File: src/pkg/irpm_pkg.sv
// interrupt pin routing maps: register map, field layout, timing constants
// assumes a 250 MHz system clock and a classic wishbone register slave
package irpm_pkg;
    // register indices; byte address on the bus is index * 4
    localparam logic [5:0] IDX_ROUTE_A = 6'h2C;
    localparam logic [5:0] IDX_ROUTE_B = 6'h2D;
    localparam logic [5:0] IDX_CONTROL = 6'h3E;
    localparam logic [5:0] IDX_STATUS = 6'h3F;

    localparam logic [7:0] RST_ROUTE_A = 8'h00;
    localparam logic [7:0] RST_ROUTE_B = 8'h00;
    localparam logic [7:0] SOFT_RESET_CODE = 8'h52;

    // pin a routing fields
    localparam int FUSE_COMPLETE_TO_PIN_A = 7;
    localparam int FUSE_REQUEST_TO_PIN_A = 6;
    localparam int UNDERVOLTAGE_TO_PIN_A = 5;
    localparam int OVERRANGE_TO_PIN_A = 4;
    localparam int PARITY_FAULT_TO_PIN_A = 3;
    localparam int THREE_KNOCK_TO_PIN_A = 2;
    localparam int TWO_KNOCK_TO_PIN_A = 1;
    localparam int ONE_KNOCK_TO_PIN_A = 0;

    // pin b routing fields
    localparam int FUSE_PENDING_TO_PIN_B = 7;
    localparam int STILLNESS_TO_PIN_B = 6;
    localparam int MOTION_TO_PIN_B = 5;
    localparam int ROUTE_B_RESERVED = 4;
    localparam int QUEUE_LEVEL_TO_PIN_B = 3;
    localparam int QUEUE_OVERFLOW_TO_PIN_B = 2;
    localparam int QUEUE_FULL_TO_PIN_B = 1;
    localparam int SAMPLE_READY_TO_PIN_B = 0;

    // status register fields
    localparam int STAT_PIN_A = 0;
    localparam int STAT_PIN_B = 1;

    // bits of pin b map that act when written 1; full is inverted
    localparam logic [7:0] ROUTE_B_USED = 8'hEF;
    localparam logic [7:0] ROUTE_B_INVERT = 8'h02;

    // post soft reset initialisation time
    localparam int CLK_PERIOD_PS = 4000;
    localparam int INIT_TIME_NS = 500000;
    localparam int INIT_CYCLES = (INIT_TIME_NS * 1000 + CLK_PERIOD_PS - 1)
        / CLK_PERIOD_PS;

    // event levels from on-chip generators, same clock domain
    typedef struct packed {
        logic fuse_complete_status;
        logic fuse_request;
        logic undervoltage_latched;
        logic overrange_latched;
        logic parity_fault;
        logic three_knock;
        logic two_knock;
        logic one_knock;
        logic fuse_pending;
        logic stillness;
        logic motion;
        logic queue_level;
        logic queue_overflow;
        logic queue_full;
        logic sample_ready;
    } irpm_events_type;
endpackage

File: src/rtl/irpm_route_top.sv
// interrupt pin routing maps: two enable maps steer events onto two pins
// assumes events arrive on i_clk and a wishbone master drives the bus
//
// Overview of operation
// - pin a map bit 7 passes fuse completion status to pin a.
// - pin a map bit 6 passes fuse request status to pin a.
// - pin a map bit 5 passes latched undervoltage to pin a.
// - pin a map bit 4 passes latched overrange to pin a.
// - pin a map bit 3 passes parity fault to pin a.
// - pin a map bit 2 passes triple tap to pin a.
// - pin a map bit 1 passes double tap to pin a.
// - pin a map bit 0 passes single tap to pin a.
// - pin b map bit 7 passes fuse busy status to pin b.
// - pin b map bit 6 passes inactivity to pin b.
// - pin b map bit 5 passes activity to pin b.
// - pin b map bit 3 passes queue watermark to pin b.
// - pin b map bit 2 passes queue overrun to pin b.
// - pin b map bit 1 inverted: zero passes queue full to pin b.
// - pin b map bit 0 passes sample ready to pin b.
// - pin a map at index 0x2C, resets to zero.
// - pin b map at index 0x2D, resets to zero.
// - pin b map bit 4 reserved, resets zero, has no effect.
// - soft reset floats both pins while registers reinitialise.
//
// The Wishbone slave port was decided locally.
`timescale 1ns/1ps
module irpm_route_top #(
    parameter int ADR_W = 8,
    parameter int INIT_CYCLES = irpm_pkg::INIT_CYCLES,
    parameter int CNT_W = 17
) (
    input wire logic i_clk,
    input wire logic i_rst,
    input wire logic i_wb_cyc,
    input wire logic i_wb_stb,
    input wire logic i_wb_we,
    input wire logic [ADR_W-1:0] i_wb_adr,
    input wire logic [3:0] i_wb_sel,
    input wire logic [31:0] i_wb_dat,
    output logic o_wb_ack,
    output logic [31:0] o_wb_dat,
    input wire irpm_pkg::irpm_events_type i_events,
    output logic o_irq_pin_a,
    output logic o_irq_pin_a_oe,
    output logic o_irq_pin_b,
    output logic o_irq_pin_b_oe
);
    // refuse sizes the decode, the counter or the float check cannot serve
    if (ADR_W < 8 || ADR_W > 32) begin
        $error("ADR_W must lie in 8..32");
    end
    if (INIT_CYCLES < 8 || INIT_CYCLES >= (1 << CNT_W)) begin
        $error("INIT_CYCLES must fit CNT_W bits and be at least 8");
    end

    function automatic logic idx_hit(input logic [ADR_W-1:0] adr,
                                     input logic [5:0] idx);
        idx_hit = adr[ADR_W-1:2] == (ADR_W-2)'(idx);
    endfunction

    function automatic logic any_enabled(input logic [7:0] src,
                                         input logic [7:0] en);
        any_enabled = |(src & en);
    endfunction

    logic [7:0] route_a_reg;
    logic [7:0] route_a_next;
    logic [7:0] route_b_reg;
    logic [7:0] route_b_next;
    logic busy_reg;
    logic busy_next;
    logic [CNT_W-1:0] cnt_reg;
    logic [CNT_W-1:0] cnt_next;
    logic ack_reg;
    logic ack_next;
    logic [31:0] dat_reg;
    logic [31:0] dat_next;
    logic pin_a_reg;
    logic pin_a_next;
    logic pin_b_reg;
    logic pin_b_next;
    logic oe_reg;
    logic oe_next;

    // bus decode; answer in the cycle after the request, one-cycle ack
    wire logic req = i_wb_cyc && i_wb_stb && !ack_reg;
    wire logic wr = req && i_wb_we && i_wb_sel[0];
    wire logic hit_a = idx_hit(i_wb_adr, irpm_pkg::IDX_ROUTE_A);
    wire logic hit_b = idx_hit(i_wb_adr, irpm_pkg::IDX_ROUTE_B);
    wire logic hit_ctl = idx_hit(i_wb_adr, irpm_pkg::IDX_CONTROL);
    wire logic hit_st = idx_hit(i_wb_adr, irpm_pkg::IDX_STATUS);
    // only the soft reset code is honoured while initialising
    wire logic soft_rst = wr && hit_ctl &&
        i_wb_dat[7:0] == irpm_pkg::SOFT_RESET_CODE;
    wire logic wr_a = wr && hit_a && !busy_reg;
    wire logic wr_b = wr && hit_b && !busy_reg;

    // source vectors line up with their map bits
    wire logic [7:0] src_a = {
        i_events.fuse_complete_status,
        i_events.fuse_request,
        i_events.undervoltage_latched,
        i_events.overrange_latched,
        i_events.parity_fault,
        i_events.three_knock,
        i_events.two_knock,
        i_events.one_knock
    };
    wire logic [7:0] src_b = {
        i_events.fuse_pending,
        i_events.stillness,
        i_events.motion,
        1'b0,
        i_events.queue_level,
        i_events.queue_overflow,
        i_events.queue_full,
        i_events.sample_ready
    };
    wire logic [7:0] en_b =
        (route_b_reg ^ irpm_pkg::ROUTE_B_INVERT) & irpm_pkg::ROUTE_B_USED;
    wire logic any_a = any_enabled(src_a, route_a_reg);
    wire logic any_b = any_enabled(src_b, en_b);

    wire logic [31:0] rdata =
        busy_reg ? 32'h0000_0000 :
        hit_a ? {24'h00_0000, route_a_reg} :
        hit_b ? {24'h00_0000, route_b_reg} :
        hit_st ? {30'h0000_0000, pin_b_reg, pin_a_reg} :
        32'h0000_0000;

    assign ack_next = req;
    assign dat_next = (req && !i_wb_we) ? rdata : 32'h0000_0000;
    // soft reset clears maps, starts init
    assign route_a_next = soft_rst ? irpm_pkg::RST_ROUTE_A :
        wr_a ? i_wb_dat[7:0] : route_a_reg;
    assign route_b_next = soft_rst ? irpm_pkg::RST_ROUTE_B :
        wr_b ? i_wb_dat[7:0] : route_b_reg;
    assign busy_next = soft_rst || (busy_reg && cnt_reg != '0);
    assign cnt_next = soft_rst ? CNT_W'(INIT_CYCLES - 1) :
        (busy_reg && cnt_reg != '0) ? cnt_reg - 1'b1 : cnt_reg;
    // pins float, driven low, while busy
    assign oe_next = !busy_next;
    assign pin_a_next = any_a && !busy_next;
    assign pin_b_next = any_b && !busy_next;

    always_ff @(posedge i_clk) begin
        if (i_rst) begin
            route_a_reg <= irpm_pkg::RST_ROUTE_A;
            route_b_reg <= irpm_pkg::RST_ROUTE_B;
            busy_reg <= 1'b0;
            cnt_reg <= '0;
        end else begin
            route_a_reg <= route_a_next;
            route_b_reg <= route_b_next;
            busy_reg <= busy_next;
            cnt_reg <= cnt_next;
        end
    end

    // cold reset drives the pins low; only soft reset floats them
    always_ff @(posedge i_clk) begin
        if (i_rst) begin
            ack_reg <= 1'b0;
            dat_reg <= 32'h0000_0000;
            pin_a_reg <= 1'b0;
            pin_b_reg <= 1'b0;
            oe_reg <= 1'b1;
        end else begin
            ack_reg <= ack_next;
            dat_reg <= dat_next;
            pin_a_reg <= pin_a_next;
            pin_b_reg <= pin_b_next;
            oe_reg <= oe_next;
        end
    end

    assign o_wb_ack = ack_reg;
    assign o_wb_dat = dat_reg;
    assign o_irq_pin_a = pin_a_reg;
    assign o_irq_pin_b = pin_b_reg;
    assign o_irq_pin_a_oe = oe_reg;
    assign o_irq_pin_b_oe = oe_reg;

    wire logic live = !busy_reg && !soft_rst;

    // cycles spent initialising; lets one check span the whole count
    // without a long repetition
    logic [CNT_W:0] init_seen_reg;
    always_ff @(posedge i_clk) begin
        if (i_rst || soft_rst) begin
            init_seen_reg <= '0;
        end else if (busy_reg) begin
            init_seen_reg <= init_seen_reg + 1'b1;
        end
    end

    // reference pins from the field positions, not from src_a or src_b,
    // so a swapped source order in the datapath cannot hide from checks
    wire logic [7:0] ref_hit_a = {
        route_a_reg[irpm_pkg::FUSE_COMPLETE_TO_PIN_A] &
            i_events.fuse_complete_status,
        route_a_reg[irpm_pkg::FUSE_REQUEST_TO_PIN_A] &
            i_events.fuse_request,
        route_a_reg[irpm_pkg::UNDERVOLTAGE_TO_PIN_A] &
            i_events.undervoltage_latched,
        route_a_reg[irpm_pkg::OVERRANGE_TO_PIN_A] &
            i_events.overrange_latched,
        route_a_reg[irpm_pkg::PARITY_FAULT_TO_PIN_A] &
            i_events.parity_fault,
        route_a_reg[irpm_pkg::THREE_KNOCK_TO_PIN_A] &
            i_events.three_knock,
        route_a_reg[irpm_pkg::TWO_KNOCK_TO_PIN_A] &
            i_events.two_knock,
        route_a_reg[irpm_pkg::ONE_KNOCK_TO_PIN_A] &
            i_events.one_knock
    };
    wire logic [6:0] ref_hit_b = {
        route_b_reg[irpm_pkg::FUSE_PENDING_TO_PIN_B] &
            i_events.fuse_pending,
        route_b_reg[irpm_pkg::STILLNESS_TO_PIN_B] &
            i_events.stillness,
        route_b_reg[irpm_pkg::MOTION_TO_PIN_B] &
            i_events.motion,
        route_b_reg[irpm_pkg::QUEUE_LEVEL_TO_PIN_B] &
            i_events.queue_level,
        route_b_reg[irpm_pkg::QUEUE_OVERFLOW_TO_PIN_B] &
            i_events.queue_overflow,
        // full enables at zero
        !route_b_reg[irpm_pkg::QUEUE_FULL_TO_PIN_B] &
            i_events.queue_full,
        route_b_reg[irpm_pkg::SAMPLE_READY_TO_PIN_B] &
            i_events.sample_ready
    };
    wire logic ref_a = |ref_hit_a;
    wire logic ref_b = |ref_hit_b;
endmodule

File: config.mk
export PLATFORM = sky130hd
export DESIGN_NAME = irpm_route_top
export DESIGN_NICKNAME = d
export VERILOG_FILES = /design/src/pkg/irpm_pkg.sv /design/src/rtl/irpm_route_top.sv
export SDC_FILE = /design/constraint.sdc
export NUM_CORES = 1
export LEC_CHECK = 0
export BUFFER_PORTS_ARGS = -buffer_cell sky130_fd_sc_hd__buf_2
export CAP_MARGIN = 10
export CORE_MARGIN = 2
export CORE_UTILIZATION = 52
export CTS_BUF_LIST = sky130_fd_sc_hd__clkbuf_4
export DETAILED_ROUTE_END_ITERATION = 10
export GPL_TIMING_DRIVEN = 1
export PLACE_DENSITY = 0.93
export SETUP_SLACK_MARGIN = 0.02
export SLEW_MARGIN = 20
export SYNTH_ARGS = -nofsm -noshare
export SYNTH_HDL_FRONTEND = slang
export SYNTH_SLANG_ARGS = --single-unit
File: constraint.sdc
create_clock -name i_clk -period 3.68 [get_ports i_clk]
set_clock_uncertainty 0.05 [all_clocks]
set_input_delay 0.736 -clock i_clk [delete_from_list [all_inputs] [get_ports i_clk]]
set_output_delay 0.736 -clock i_clk [all_outputs]
set_load 0.05 [all_outputs]
==> summary.md <==
| Metric | Value |
|---|---|
| Outcome | `finished, final reports clean` |
| Placed inst area | `around 2500 µm²` |
| Maximum clock rate | `394 MHz` |
| Max-Slew Margin vs Limit | `0.658` |
| Most used DFF post-synth | `dfxtp_1` |
| DP Cell Count | `355` |
| Number of flops mapped to enable cells by yosys | `0` |
| # setup viols final | `0` |
| Int Pwr | `about 0.6 mW` |
| Layout Cell Area excl Fill | `2510 µm²` |
| Least-Margin Pin Slew | `approximately 0.5 ns` |
| Setup bufs post-CTS | `0` |
| Worst-Skew Late Latency | `~0.38 ns` |
| DIE WIDTH | `around 70 µm` |
| TritonCTS clock tree | `built` |
| Number of global-route vias before repair | `1879` |
| Clock power share | `0.274` |
| CP Class | `primary input to register` |
| IO Count | `roughly 100` |
| Setup TNS | `0 ns` |
| CP Launch Type | `primary input` |
| Sequential share of the synthesized area | `0.404` |
| Combinational share of power | `0.145` |
| Crit. Startpoint | `i_wb_dat[0]` |
| Final Util | `0.585` |
| Num rows | `24` |
| DPL Wire Length | `3980 µm` |
| Hold_buf cts | `0` |
| Hold path startpoint | `route_b_reg[7]` |
| First DRT Iteration DRCs | `316` |
| Htree depth | `2` |
| Peak supply drop | `0.109 mV` |
| Final instance count without filler cells | `roughly 360` |
| Layout area overhead | `10.2%` |
| GRT Total Usage | `0.223` |
| Fillcell total | `roughly 390` |
| CP Cell Sequence | `buf_2 -> nor4bb_1 -> nor4bb_1 -> nand4b_1 -> nand2b_1 -> buf_4 -> a211oi_1` |
| Clock slew at reported path FFs | `0.14 ns` |
| Root Driver | `clkbuf_4` |
| RSZ-0062 raised after global routing | `false` |
| Post-layout net count | `around 380` |
| Most instantiated library cell after synthesis | `dfxtp_1` |
| P_leak | `roughly 0.99 nW` |
| Final Max Tran Viols | `0` |
| Synthesized flop and latch total | `between 40 and 50` |
| Total gr overflow | `0` |
| Die Footprint | `just under 5000 µm²` |
| Commonest cells post-synth | `dfxtp_1, a21oi_1, buf_4, nand2_1` |
| Pwr Total | `slightly below 0.9 mW` |
| Wirelength, routed | `5420 µm` |
| Worst min path class | `register to register` |
| # diodes | `0` |
| Cts repair resizes | `0` |
| Max stage delay on crit path | `around 0.42 ns` |
| Share of cells above drive strength 1 | `0.212` |
| Yosys warning total | `0` |
| Min Clock Period, post-route | `between 2 and 3 ns` |
| Pwr per Cell Area | `around 340 nW/µm²` |
| Worst Path Required | `between 3 and 4 ns` |
| Final ANT Viol Nets | `0` |
| Slowest CP cell | `nand2b_1` |
| Residual DRC count | `0` |
| Hold Violations, Final | `0` |
| Clock tree buffer depth | `2` |
| CTS Buf Count | `5` |
| DR pass1 iterations | `7` |
| Top post-synthesis cells by area | `dfxtp_1, buf_4, a21oi_1, nand3_1, nand2_1` |
| Port bufs | `47` |
| Synth top area share | `0.404` |
| Chip height | `about 70 µm` |
| MaxCap Viol Count | `0` |
| Post-synthesis area per instance | `approximately 8.6 µm²` |
| Core box area | `4290 µm²` |
| Critical-path maximum fanout | `11` |
| Data arrival, critical path | `2.74 ns` |
| CP Capture Type | `register` |
| CP most frequent cell | `nor4bb_1` |
| Post-synth top area cell | `dfxtp_1` |
| Tcrit/Tclk final | `0.689` |
| Seq pwr share | `0.581` |
| Post-Syn Area | `~2300 µm²` |
| Post-Synthesis Cells | `266` |
| Largest register FFs | `17` |
| Reg2reg start | `o_wb_ack` |
| First-pass GRT wire length | `8750 µm` |
| Sw Pwr | `between 0.2 and 0.3 mW` |
| Synth cell types | `56` |
| FFs w/ async S/R, synth | `0` |
| CTS sink count | `46` |
| Gpl congestion | `about 0.93` |
| Routed wire per std cell | `~15 µm` |
| Initial antenna violation count | `0` |
| Largest net degree at the start of global routing | `19` |
| DR vias | `~2100` |
| Initial cell density of the core | `0.531` |
| Switching Share | `0.305` |
| Via-to-Cell Ratio | `5.87` |
==> layer usage <==
metal  up-vias  track usage  wire (µm)  share of wire
li1        995            -          -              -
met1       974        0.289       2200           0.41
met2       138        0.353       2560           0.47
met3        24       0.0563        505          0.093
met4         0       0.0876        154          0.028
met5         -            0          0              0
==> through the flow <==
stage          setup WS, ns  hold slack [ns]
4_1_cts                1.19            0.434
5_1_grt               0.962            0.447
6_report               1.14            0.435
3_5_place_dp          0.794            0.415
3_3_place_gp          0.919            0.399
2_1_floorplan          1.57            0.387
==> final cells by class <==
type	instances	area [µm²]	area share
tap	52	65.1	0.0259
multi-input combinational	200	1190	0.472
sequential	46	921	0.366
clock inverter	3	16.3	0.00647
clock buffer	5	37.5	0.0149
timing repair buffer	51	265	0.106
inverter	6	22.5	0.00896
==> logic make-up after synthesis <==
logic type,after synthesis,share of synthesized area
AO/OA/AOI/OAI,64,0.191
XOR/XNOR,12,0.0461
adder cells (fa/ha/maj),1,0.00548
buffers and inverters,43,0.114
flip-flops,46,0.404
other,1,0.00164
AND/OR/NAND/NOR,99,0.238
==> power by group through the flow <==
stage	Sequential, mW	Combinational [mW]	Clock (mW)
floorplan	0.516	0.108	0
global placement	0.513	0.121	0
detailed placement	0.513	0.123	0
CTS	0.502	0.124	0.235
global route	0.503	0.133	0.255
finish	0.502	0.125	0.237
==> worst max-delay path, delay by kind of cell <==
kind                   cells  cell delay (ns)
AO/OA/AOI/OAI              1             0.08
buffers and inverters      2             0.37
AND/OR/NAND/NOR            4             1.55
==> cell usage in the layout (no fill, tap or decap), drive strengths merged, types with 4 or more instances in the layout <==
master  instances
inv             6
clkbuf          5
nand3          20
dfxtp          46
buf            51
xnor2           7
a21oi          27
a22oi           6
nand2          24
a22o            4
o21ai           7
nor3            4
xor2            5
nor2           20
conb           24
==> worst paths after layout <==
kind                                        to  slack (ns)  cells past startpoint
worst min-delay path            route_b_reg[7]        0.44                      2
worst min register to register  route_b_reg[7]        0.44                      2
worst max register to register     o_irq_pin_b        1.45                      6
worst max-delay path               o_irq_pin_b        1.14                      7
Power figures use the tool's default switching activity.
